<file path="src/sld_cfg.svh">
/*
 Named constants of the segment display driver: decode addresses, field
 positions, reset values and drive levels.
 Assumes to be included by its bare name; holds definitions only.
*/
`ifndef SLD_CFG_SVH
`define SLD_CFG_SVH

// ----------
// Display memory window
// ----------
`define SLD_DM_LO     8'h80
`define SLD_DM_HI     8'h9F
`define SLD_DM_PAGE   8'h01
`define SLD_DM_IDXW   5

// ----------
// Control register addresses
// ----------
`define SLD_ADR_CTL0  8'h60
`define SLD_ADR_CTL1  8'h61
`define SLD_ADR_SEL0  8'h62
`define SLD_ADR_SEL1  8'h63
`define SLD_ADR_SEL2  8'h64
`define SLD_ADR_SEL3  8'h65

// ----------
// Fields, masks and reset values
// ----------
`define SLD_EN_BIT    7
`define SLD_TYPE_BIT  6
`define SLD_DUTY_BIT  5
`define SLD_BIAS_BIT  4
`define SLD_RSEL_RNG  2:0
`define SLD_QCT_RNG   7:5
`define SLD_VLCD_RNG  3:0
`define SLD_CTL0_MASK 8'hF7
`define SLD_CTL1_MASK 8'h8F
`define SLD_CTL_RST   8'h00
`define SLD_SEL_RST   8'hFF
`define SLD_MEM_RST   8'h00

// ----------
// Scan and drive levels
// ----------
`define SLD_LAST_COM4 3'h3
`define SLD_LAST_COM8 3'h7
`define SLD_TOP_3     3'h3
`define SLD_TOP_4     3'h4
`define SLD_LVL_UNSEL 3'h1
`define SLD_LVL_OFF   3'h2
`define SLD_LVL_GND   3'h0
`define SLD_QC_ZERO   3'h0

`endif

</file>
<file path="src/sld_pkg.sv">
/*
 Types shared by the segment display driver modules.
 Assumes nothing of its surroundings.
*/
package sld_pkg;

   typedef enum logic [1:0] {
      SLD_RES_OFF   = 2'h0,
      SLD_RES_1170K = 2'h1,
      SLD_RES_225K  = 2'h2,
      SLD_RES_60K   = 2'h3
   } sld_res_t;

   typedef enum logic [1:0] {
      SLD_SC_IDLE = 2'b01,
      SLD_SC_RUN  = 2'b10
   } sld_scan_st_t;

   typedef enum logic [2:0] {
      SLD_QC_IDLE = 3'b001,
      SLD_QC_FAST = 3'b010,
      SLD_QC_HOLD = 3'b100
   } sld_qc_st_t;

   typedef struct packed {
      sld_scan_st_t st;
      logic [2:0]   com;
      logic         half;
      logic         frame;
      logic         change;
   } sld_scan_t;

   typedef struct packed {
      sld_qc_st_t st;
      logic [2:0] cnt;
      sld_res_t   res;
   } sld_charge_t;

   typedef struct packed {
      logic [7:0]       ctl0;
      logic [7:0]       ctl1;
      logic [3:0][7:0]  sel;
      logic [31:0][7:0] mem;
      logic             subS1;
      logic             subS2;
      logic             subPrev;
      logic [7:0]       rdData;
      logic             rdHit;
      logic [7:0][2:0]  comLvl;
      logic [31:0][2:0] segLvl;
   } sld_ctrl_t;

endpackage : sld_pkg

</file>
<file path="src/sld_drv_if.sv">
/*
 Carrier between the control block, the common scanner and the
 quick-charge timer.
 Assumes all three run on core_clk.
*/
`timescale 1ns/1ps
interface sld_drv_if;
   import sld_pkg::*;
   logic       subTick;
   logic       enable;
   logic       typeB;
   logic       duty8;
   logic [2:0] qct;
   logic [2:0] rsel;
   logic       comChange;
   logic [2:0] comIdx;
   logic       polarity;
   sld_res_t   resCode;

   modport ctrl   (output subTick, enable, typeB, duty8, qct, rsel,
                   input comChange, comIdx, polarity, resCode);
   modport scan   (input subTick, enable, typeB, duty8,
                   output comChange, comIdx, polarity);
   modport charge (input subTick, enable, comChange, qct, rsel,
                   output resCode);
endinterface : sld_drv_if

</file>
<file path="src/sld_scan.sv">
/*
 Common scanner: steps through the active commons on sub clock ticks.
 Assumes subTick is a one-cycle pulse per sub clock period.
*/
`timescale 1ns/1ps
`include "sld_cfg.svh"
module sld_scan
   import sld_pkg::*;
(
   // Clock and reset
   input wire logic core_clk,
   input wire logic rst_b,
   // Driver link
   sld_drv_if.scan  drv
);

   sld_scan_t  s_q;
   sld_scan_t  s_d;
   logic [2:0] lastCom;

   always_comb begin
      lastCom = drv.duty8 ? `SLD_LAST_COM8 : `SLD_LAST_COM4;
      s_d = s_q;
      s_d.change = 1'b0;
      unique case (s_q.st)
         SLD_SC_IDLE: begin
            s_d.com   = 3'h0;
            s_d.half  = 1'b0;
            s_d.frame = 1'b0;
            if (drv.enable) begin
               s_d.st     = SLD_SC_RUN;
               s_d.change = 1'b1;
            end
         end
         SLD_SC_RUN: begin
            if (!drv.enable) begin
               s_d.st = SLD_SC_IDLE;
            end else if (drv.subTick) begin
               // Type A gives each common both polarities inside its
               // phase; type B flips polarity once per frame.
               s_d.half = !drv.typeB && !s_q.half;
               if (drv.typeB || s_q.half) begin
                  s_d.change = 1'b1;
                  if (s_q.com >= lastCom) begin
                     s_d.com   = 3'h0;
                     s_d.frame = !s_q.frame;
                  end else begin
                     s_d.com = s_q.com + 3'h1;
                  end
               end
            end
         end
         default: s_d.st = SLD_SC_IDLE;
      endcase
   end

   always_ff @(posedge core_clk or negedge rst_b) begin
      if (!rst_b) begin
         s_q <= '{st: SLD_SC_IDLE, com: 3'h0, half: 1'b0, frame: 1'b0, change: 1'b0};
      end else begin
         s_q <= s_d;
      end
   end

   assign drv.comChange = s_q.change;
   assign drv.comIdx    = s_q.com;
   assign drv.polarity  = drv.typeB ? s_q.frame : s_q.half;

endmodule : sld_scan

</file>
<file path="src/sld_charge.sv">
/*
 Bias resistor selection with the timed quick-charge window.
 Assumes comChange pulses once each time the active common changes.
*/
`timescale 1ns/1ps
`include "sld_cfg.svh"
module sld_charge
   import sld_pkg::*;
(
   // Clock and reset
   input wire logic core_clk,
   input wire logic rst_b,
   // Driver link
   sld_drv_if.charge drv
);

   sld_charge_t c_q;
   sld_charge_t c_d;
   logic        quick;
   sld_res_t    highRes;

   always_comb begin
      quick   = drv.rsel[2] || (drv.rsel[1] && drv.rsel[0]);
      highRes = drv.rsel[2] ? SLD_RES_225K : SLD_RES_1170K;
      c_d = c_q;
      unique case (c_q.st)
         SLD_QC_IDLE: begin
            if (drv.enable && quick && drv.comChange) begin
               c_d.st  = SLD_QC_FAST;
               c_d.cnt = drv.qct;
            end
         end
         SLD_QC_FAST: begin
            if (!drv.enable || !quick) begin
               c_d.st = SLD_QC_IDLE;
            end else if (drv.comChange) begin
               c_d.cnt = drv.qct;
            end else if (drv.subTick) begin
               if (c_q.cnt == `SLD_QC_ZERO) begin
                  c_d.st = SLD_QC_HOLD;
               end else begin
                  c_d.cnt = c_q.cnt - 3'h1;
               end
            end
         end
         SLD_QC_HOLD: begin
            if (!drv.enable || !quick) begin
               c_d.st = SLD_QC_IDLE;
            end else if (drv.comChange) begin
               c_d.st  = SLD_QC_FAST;
               c_d.cnt = drv.qct;
            end
         end
         default: c_d.st = SLD_QC_IDLE;
      endcase
      if (!drv.enable) begin
         c_d.res = SLD_RES_OFF;
      end else if (!quick) begin
         unique case (drv.rsel[1:0])
            2'h0:    c_d.res = SLD_RES_1170K;
            2'h1:    c_d.res = SLD_RES_225K;
            default: c_d.res = SLD_RES_60K;
         endcase
      end else begin
         c_d.res = (c_d.st == SLD_QC_HOLD) ? highRes : SLD_RES_60K;
      end
   end

   always_ff @(posedge core_clk or negedge rst_b) begin
      if (!rst_b) begin
         c_q <= '{st: SLD_QC_IDLE, cnt: 3'h0, res: SLD_RES_OFF};
      end else begin
         c_q <= c_d;
      end
   end

   assign drv.resCode = c_q.res;

endmodule : sld_charge

</file>
<file path="src/sld_ctrl.sv">
/*
 Segment display driver control: control registers, pin selectors, the
 display memory window and the common and segment level generation.
 Assumes the core presents one data memory access per cycle with the
 upper indirect pointer byte alongside, and that the sub clock arrives
 as a free-running pin much slower than core_clk.
*/
`timescale 1ns/1ps
`include "sld_cfg.svh"
module sld_ctrl
   import sld_pkg::*;
(
   // Clock and reset
   input  wire logic             core_clk,
   input  wire logic             rst_b,
   // Core data memory access
   input  wire logic [7:0]       dmAddr,
   input  wire logic             dmIndirect,
   input  wire logic [7:0]       indirectPointerHigh,
   input  wire logic             dmWrEn,
   input  wire logic             dmRdEn,
   input  wire logic [7:0]       dmWrData,
   output logic [7:0]            dmRdData,
   output logic                  dmRdHit,
   output logic                  dispSel,
   // Sub clock pin
   input  wire logic             subClockPin,
   // Panel drive
   output logic [7:0][2:0]       comLevel,
   output logic [31:0][2:0]      segLevel,
   output logic [7:0]            comPortMode,
   output logic [31:0]           segmentPinSelect,
   output logic                  biasQuarter,
   output logic [3:0]            driveLevelSelect,
   output sld_res_t              biasResistor,
   output logic                  displayDriveOn
);

   // ----------------------------------------------------------------------
   // Helpers
   // ----------------------------------------------------------------------

   // Level of one pin in steps of the bias fraction; the negative
   // polarity mirrors every level about half the top.
   function automatic logic [2:0] sld_level(input logic extreme,
                                             input logic isCom,
                                             input logic pol,
                                             input logic quarter);
      logic [2:0] top;
      logic [2:0] base;
      top = quarter ? `SLD_TOP_4 : `SLD_TOP_3;
      if (isCom) begin
         base = extreme ? top : `SLD_LVL_UNSEL;
      end else begin
         base = extreme ? `SLD_LVL_GND : `SLD_LVL_OFF;
      end
      return pol ? top - base : base;
   endfunction : sld_level

   function automatic logic sld_addr_is(input logic [7:0] a,
                                        input logic [7:0] ref_a);
      return a == ref_a;
   endfunction : sld_addr_is

   // ----------------------------------------------------------------------
   // State and submodules
   // ----------------------------------------------------------------------
   sld_ctrl_t               r_q;
   sld_ctrl_t               r_d;
   sld_drv_if               drv ();
   logic                    inWindow;
   logic [4:0]              memIdx;
   logic [7:0]              rdMux;
   logic                    rdMapped;
   logic                    activeCom;
   logic [7:0]              wrCtl0;
   logic [7:0]              wrCtl1;

   sld_scan u_scan (
      .core_clk (core_clk),
      .rst_b    (rst_b),
      .drv      (drv.scan)
   );

   sld_charge u_charge (
      .core_clk (core_clk),
      .rst_b    (rst_b),
      .drv      (drv.charge)
   );

   assign drv.subTick = r_q.subS2 && !r_q.subPrev;
   assign drv.enable  = r_q.ctl0[`SLD_EN_BIT];
   assign drv.typeB   = r_q.ctl0[`SLD_TYPE_BIT];
   assign drv.duty8   = r_q.ctl0[`SLD_DUTY_BIT];
   assign drv.qct     = r_q.ctl1[`SLD_QCT_RNG];
   assign drv.rsel    = r_q.ctl0[`SLD_RSEL_RNG];

   // ----------------------------------------------------------------------
   // Access decode
   // ----------------------------------------------------------------------

   // The window is claimed only for indirect accesses on page 01H; the
   // general RAM outside this block must answer every other 80H-9FH hit.
   assign inWindow = (dmAddr >= `SLD_DM_LO) && (dmAddr <= `SLD_DM_HI);
   assign dispSel  = dmIndirect && inWindow &&
                     (indirectPointerHigh == `SLD_DM_PAGE);
   assign memIdx   = dmAddr[`SLD_DM_IDXW-1:0];
   assign wrCtl0   = dmWrData & `SLD_CTL0_MASK;
   assign wrCtl1   = dmWrData & `SLD_CTL1_MASK;

   always_comb begin
      rdMapped = 1'b1;
      rdMux    = 8'h00;
      if (dispSel) begin
         rdMux = r_q.mem[memIdx];
      end else if (sld_addr_is(dmAddr, `SLD_ADR_CTL0)) begin
         rdMux = r_q.ctl0;
      end else if (sld_addr_is(dmAddr, `SLD_ADR_CTL1)) begin
         rdMux = r_q.ctl1;
      end else if (sld_addr_is(dmAddr, `SLD_ADR_SEL0)) begin
         rdMux = r_q.sel[0];
      end else if (sld_addr_is(dmAddr, `SLD_ADR_SEL1)) begin
         rdMux = r_q.sel[1];
      end else if (sld_addr_is(dmAddr, `SLD_ADR_SEL2)) begin
         rdMux = r_q.sel[2];
      end else if (sld_addr_is(dmAddr, `SLD_ADR_SEL3)) begin
         rdMux = r_q.sel[3];
      end else begin
         rdMapped = 1'b0;
      end
   end

   // ----------------------------------------------------------------------
   // Next state
   // ----------------------------------------------------------------------
   always_comb begin
      r_d = r_q;

      // The sub clock is asynchronous; only the second stage and its delayed copy subPrev feed logic.
      r_d.subS1   = subClockPin;
      r_d.subS2   = r_q.subS1;
      r_d.subPrev = r_q.subS2;

      // Display memory is written only through the window, and the
      // enable bit never touches it, so contents survive a disable.
      if (dmWrEn && dispSel) begin
         r_d.mem[memIdx] = dmWrData;
      end else if (dmWrEn && !inWindow) begin
         if (sld_addr_is(dmAddr, `SLD_ADR_CTL0)) begin
            r_d.ctl0 = wrCtl0;
         end
         if (sld_addr_is(dmAddr, `SLD_ADR_CTL1)) begin
            r_d.ctl1 = wrCtl1;
         end
         if (sld_addr_is(dmAddr, `SLD_ADR_SEL0)) begin
            r_d.sel[0] = dmWrData;
         end
         if (sld_addr_is(dmAddr, `SLD_ADR_SEL1)) begin
            r_d.sel[1] = dmWrData;
         end
         if (sld_addr_is(dmAddr, `SLD_ADR_SEL2)) begin
            r_d.sel[2] = dmWrData;
         end
         if (sld_addr_is(dmAddr, `SLD_ADR_SEL3)) begin
            r_d.sel[3] = dmWrData;
         end
      end

      r_d.rdHit  = dmRdEn && rdMapped;
      r_d.rdData = (dmRdEn && rdMapped) ? rdMux : 8'h00;

      // Commons: selected one at the extreme, others at the unselected
      // level; commons 4-7 fall to port use in quarter duty.
      for (int c = 0; c < 8; c++) begin
         activeCom = drv.duty8 || (c < 4);
         if (!drv.enable || !activeCom) begin
            r_d.comLvl[c] = `SLD_LVL_GND;
         end else begin
            r_d.comLvl[c] = sld_level(drv.comIdx == 3'(c), 1'b1,
                                      drv.polarity,
                                      r_q.ctl0[`SLD_BIAS_BIT]);
         end
      end

      // Segments: byte n of the window feeds segment n, bit c of it
      // the pixel on common c. Fetching is continuous, so a write shows
      // on the next phase without any software step.
      for (int n = 0; n < 32; n++) begin
         if (!drv.enable || r_q.sel[n/8][n%8]) begin
            r_d.segLvl[n] = `SLD_LVL_GND;
         end else begin
            r_d.segLvl[n] = sld_level(r_q.mem[n][drv.comIdx], 1'b0,
                                      drv.polarity,
                                      r_q.ctl0[`SLD_BIAS_BIT]);
         end
      end
   end

   // ----------------------------------------------------------------------
   // Registers
   // ----------------------------------------------------------------------
   always_ff @(posedge core_clk or negedge rst_b) begin
      if (!rst_b) begin
         r_q.ctl0    <= `SLD_CTL_RST;
         r_q.ctl1    <= `SLD_CTL_RST;
         r_q.sel     <= {4{`SLD_SEL_RST}};
         r_q.mem     <= {32{`SLD_MEM_RST}};
         r_q.subS1   <= 1'b0;
         r_q.subS2   <= 1'b0;
         r_q.subPrev <= 1'b0;
         r_q.rdData  <= 8'h00;
         r_q.rdHit   <= 1'b0;
         r_q.comLvl  <= '0;
         r_q.segLvl  <= '0;
      end else begin
         r_q <= r_d;
      end
   end

   // ----------------------------------------------------------------------
   // Outputs
   // ----------------------------------------------------------------------
   assign dmRdData         = r_q.rdData;
   assign dmRdHit          = r_q.rdHit;
   assign comLevel         = r_q.comLvl;
   assign segLevel         = r_q.segLvl;
   assign comPortMode      = {{4{!r_q.ctl0[`SLD_DUTY_BIT]}}, 4'h0};
   assign segmentPinSelect = r_q.sel;
   assign biasQuarter      = r_q.ctl0[`SLD_BIAS_BIT];
   assign driveLevelSelect = r_q.ctl1[`SLD_VLCD_RNG];
   assign biasResistor     = drv.resCode;
   assign displayDriveOn   = r_q.ctl0[`SLD_EN_BIT];

endmodule : sld_ctrl

</file>
<file path="config.mk">
export PLATFORM = sky130hd
export DESIGN_NAME = sld_ctrl
export DESIGN_NICKNAME = d
export VERILOG_FILES = /design/src/sld_pkg.sv /design/src/sld_drv_if.sv /design/src/sld_scan.sv /design/src/sld_charge.sv /design/src/sld_ctrl.sv
export VERILOG_INCLUDE_DIRS = /design/src
export SDC_FILE = /design/constraint.sdc
export NUM_CORES = 1
export LEC_CHECK = 0
export BUFFER_PORTS_ARGS = -buffer_cell sky130_fd_sc_hd__buf_2
export CAP_MARGIN = 0
export CORE_ASPECT_RATIO = 0.5
export CORE_MARGIN = 2
export CORE_UTILIZATION = 65
export CTS_BUF_LIST = sky130_fd_sc_hd__clkbuf_4
export CTS_CLUSTER_DIAMETER = 60
export DETAILED_ROUTE_END_ITERATION = 6
export PLACE_DENSITY = 0.84
export SLEW_MARGIN = 20
export SYNTH_ARGS = -nofsm -noshare
export SYNTH_HDL_FRONTEND = slang
export SYNTH_SLANG_ARGS = --single-unit
</file>
<file path="constraint.sdc">
create_clock -name core_clk -period 7.25 [get_ports core_clk]
set_input_delay 0.3625 -clock core_clk [delete_from_list [all_inputs] [get_ports core_clk]]
set_output_delay 0.3625 -clock core_clk [all_outputs]
set_load 0.005 [all_outputs]
</file>
# After elaboration in Yosys (flattened, before gate mapping)
# Index checks and enable logic that the tools add are counted.
# totals
ff_bits,448
inputBits,30
output_inout_bits,178
# op_classes
add_sub_neg,42
magnitude_cmp,6
eq_ne,33
muxes,276
bitwise_logic,1
reduce_logical,72
# op_table
operator,n
$mux W3,140
$bwmux W256,1
$sub A3 B3 Y3,40
$bmux W1 S3,32
$mux W8,10
$mux W2,39
$eq A8 B7 Y1 const B,6
$mux W1,42
$bmux W8 S5,1
$demux W8 S5,1
$logic_or A1 B1 Y1,36
$mux W6,5
$reduce_and A3 Y1,7
$eq A3 B3 Y1 const B,6
$pmux W3 S3,2
$ne A2 B2 Y1 const B,7
$logic_and A1 B1 Y1,12
$pmux W6 S2,1
$eq A3 B2 Y1 const B,3
$eq A8 B1 Y1 const B,1
$ge A8 B8 Y1 const B,1
$le A8 B8 Y1 const B,1
$logic_not A1 Y1,8
$pmux W2 S2,2
20 further kinds,26

# Longest topological paths before layout
# depth
depth_word,10
ltp_mapped,10
depth_no_buf,7

# Cells and area by module
# From an unflattened synthesis, not the netlist that was laid out.
# unflattened
hier_cells,1770
area_unflattened_um2,23450.0
# by_module_without_submodules
module,n_inst,cells_each,area_each_um2,seq_area_each_um2
sld_ctrl,1,1666,22387.7,10850.4
sld_charge,1,51,545.5,201.4
sld_scan,1,53,516.7,201.4

# Worst setup path after synthesis
# Ideal clock, no wire load.
# synth_path
path_type,register to register
start,register u_scan.s_q (netlist bit u_scan.drv.comIdx[0])
end,register r_q (netlist bit segLevel[31])
setup_ps,119
t_arrival_ps,2158
required_ps,7131
path_slack_ps,4973
path_stages_with_launch,11
path_buffers,3
period_less_slack_ps,2277
path_cell_list,dfrtp_1 clkbuf_1 buf_2 buf_4 mux4_2 nand2_1 nand2_1 ha_1 nand2_1 o21ai_0 nor2b_1
# synth_rtl
element,line_no,text
"start, declared",sld_scan.sv:17,sld_scan_t s_q;
"start signal, assigned",sld_scan.sv:59,"s_q <= '{st: SLD_SC_IDLE, com: 3'h0, half: 1'b0, frame: 1'b0, change: 1'b0};"
"end signal, assigned",sld_ctrl.sv:216,r_q <= r_d;
"end, declared",sld_ctrl.sv:68,sld_ctrl_t r_q;

==> flow_summary.json <==
{
  "finalHoldViolCount": 0,
  "port_buffers": 203,
  "p_leak_nw": 12.4,
  "drc": 0,
  "cts_root_buffer": "clkbuf_4",
  "groute.layer.met2.usage_pct": 47.5,
  "dp_hpwl_um": 40100,
  "hold_path.class": "primary input to register",
  "timing.fmax_mhz": 306,
  "cp_data_required_time_ns": 7.92,
  "clock_path_buffers": 3,
  "vias": 15500,
  "setup_violations": 0,
  "wl_per_cell_um": 25.8,
  "syn_inst": 1784,
  "layout.nets": 1885,
  "track_usage_pct": 32.8,
  "report.final.slew_viol_count": 0,
  "crit_type": "register to register",
  "async_flop_share_pct": 100,
  "cts_sinks": 448,
  "path_max_fanout": 37,
  "syn_avg_cell_area_um2": 13.3,
  "yosys_warnings": 0,
  "vias_per_cell": 6.51,
  "critPathLaunch": "u_scan.drv.comIdx[0]",
  "ios": 208,
  "first_global_vias": 15500,
  "p_per_area_mw_per_mm2": 201,
  "gp_congestion": 0.922,
  "mostFrequentLayoutCells": "410 x dfrtp_1, 290 x mux2_2, 200 x buf_2",
  "core-area_mm2": 0.0359,
  "syn_area_mm2": 0.0237,
  "htreeDepth": 3,
  "fill_cells": 2413,
  "cp_top_family": "flip-flops",
  "grt_start_max_net_pins": 188,
  "post-place-ws_ns": 4.03,
  "grt_pass1_wl_um": 93900,
  "drive_gt1_share_pct": 48.1,
  "numCtsBuffers": 100,
  "setup_slack_ns": 3.98,
  "max_stage_delay_ns": 0.85,
  "ir_drop_mv": 0.107,
  "fin_crit_sh_pct": 45.0,
  "ctsResizeCount": 0,
  "status": "completed",
  "min_from": "indirectPointerHigh[3]",
  "worst_slew_pin_slew_ns": 1.15,
  "met3_usage_pct": 12.6,
  "postCtsSetupBuffers": 0,
  "synth_top_area_share_pct": 43.7,
  "path_clk_slew_ns": 0.08,
  "initial_utilization_pct": 66.0,
  "insertion_delay_ns": 0.81,
  "overflow": 0,
  "synth_cell_types": 71,
  "slowest_stage": "dfrtp_4",
  "finClkSkew_ns": 0.0423,
  "final_common_cell": "dfrtp_1",
  "row_count": 49,
  "tritoncts": "yes",
  "met1_usage_pct": 45.8,
  "die_area_mm2": 0.0381,
  "drt-initial-drc-count": 1669,
  "cp.arrival_ns": 3.93,
  "maxCapViolCount": 0,
  "antenna_found_initial": 1,
  "die_h_um": 139,
  "yosys_most_used_dff": "dfrtp_1",
  "r2r_start": "u_scan.drv.comIdx[0]",
  "worstPathCellList": "buf_4, mux4_2, nand2_1, nand2_1, ha_1, nand2_1, o21ai_0, nor2b_1",
  "synth-seq-cells": 448,
  "wl_um": 61400,
  "critPathMostFrequentCell": "nand2_1",
  "slew_headroom_pct": 23.3,
  "synthTopCellsByArea": "dfrtp_1 44%, mux2_2 14%, mux4_2 13%, buf_4 5.9%, dfstp_2 3.8%",
  "grt_setup_unrepaired": "false",
  "ant_nets": 0,
  "area_growth_syn_to_layout_pct": 5.23,
  "setup_tns_ns": 0,
  "die_w_um": 274,
  "dr.pass1.iters": 6,
  "end_kind": "register",
  "startpoint_type": "register",
  "min_period_ns": 3.27,
  "synth_edf_count": 0,
  "yosysSeqAreaShare_pct": 47.4,
  "yosys.area.top_type": "dfrtp_1",
  "gr-max-usage-layer": "met2",
  "path_buf_inv": 1
}
==> layout make-up <==
| class | count | area, um^2 | share of cell area [%] |
|---|---|---|---|
| clock buffers | 155 | 1160 | 4.66 |
| well taps | 484 | 606 | 2.43 |
| multi-input cells | 1028 | 10500 | 42.1 |
| diodes | 1 | 2.50 | 0.0100 |
| clock inverters | 30 | 168 | 0.672 |
| repair buffers | 219 | 1180 | 4.74 |
| flip-flops and latches | 448 | 11300 | 45.1 |
| inverters | 15 | 56.3 | 0.226 |
==> timing repair <==
item	in CTS	in global routing
endpoints found under the hold margin	115	0
endpoints found under the setup margin	0	0
hold buffers	3	0
==> through the flow <==
stage	cells	total power [W]	utilization (%)	instance area (um^2)	hold WS, ns
after global routing	2380	0.00522	69.5	25000	0.128
final	2380	0.00501	69.5	25000	0.150
after global placement	2191	0.00299	65.7	23600	0.369
after floorplan	1787	0.00287	-	23700	0.0669
after detailed placement	2191	0.00300	65.7	23600	0.340
after CTS	2379	0.00503	69.5	25000	0.0798
==> cell usage after synthesis, drive strengths merged (3+ instances only) <==
library cell  number
clkbuf            67
nand2            106
mux2i             22
nand3b             4
or3b               3
a31oi             11
o22ai             10
ha                43
nor3b             53
nor4               5
nor2             101
a22oi              4
dfrtp            414
or4                3
nor3              13
o21ai             40
nand3             16
o21a               5
inv               15
nand2b            29
or2                4
o211a              3
or3                6
buf              229
dfstp             34
mux2             324
mux4             132
nor2b             20
a21oi             33
o31ai              5
==> power by group <==
group | leakage [nW] | switching (W) | total (W) | internal [W]
Combinational | 5.51 | 0.000247 | 0.000376 | 0.000128
Sequential | 6.11 | 0.0000453 | 0.00258 | 0.00254
Clock | 0.798 | 0.00101 | 0.00206 | 0.00104
==> worst min-delay path, stage by stage <==
cell and delay (ns):
buf_2 0.10, nor4_4 0.05, nand3_4 0.16, nor3_1 0.08, nor4_2 0.13
==> kinds of logic (layout without fill, tap and decap cells) <==
logic type               after synthesis  after routing  synth area share (%)
adder cells (fa/ha/maj)               43             43                  2.27
buffers and inverters                311            419                  8.27
XOR/XNOR                               2              2                0.0739
other                                  1              5                0.0158
AO/OA/AOI/OAI                        130            130                  3.51
flip-flops                           448            448                  47.4
multiplexers                         478            478                  29.2
AND/OR/NAND/NOR                      371            371                  9.19
==> per-layer routing <==
metal	part of all wire [%]	vias up	wire, um
met1	39	8047	24200
met2	45	945	27400
met5	0	-	0
met3	13	117	8000
li1	-	6385	-
met4	2.9	0	1770
==> final timing paths <==
| check | to | slack, ns | cells after the start |
|---|---|---|---|
| worst max-delay path | segLevel[79] | 3.98 | 8 |
| worst min-delay path | dmRdData[0] | 0.15 | 5 |
| worst max register to register | segLevel[79] | 3.98 | 8 |
| worst min register to register | r_d[129] | 0.35 | 0 |
| max in group asynchronous | u_scan.drv.comIdx[0] | 5.37 | 3 |
| min in group asynchronous | r_q[379] | 0.22 | 2 |
==> state kept, by name (all words and copies together) (netlist names), 2 cells and up <==
register / count
r_q: 257
driveLevelSelect: 4
r_d: 2
u_charge.drv.resCode: 2
comLevel: 24
drv.rsel: 3
segmentPinSelect: 32
dmRdData: 8
u_scan.drv.comIdx: 3
u_charge.c_q: 6
u_scan.s_q: 4
segLevel: 96
Power figures use the tool's default switching activity.
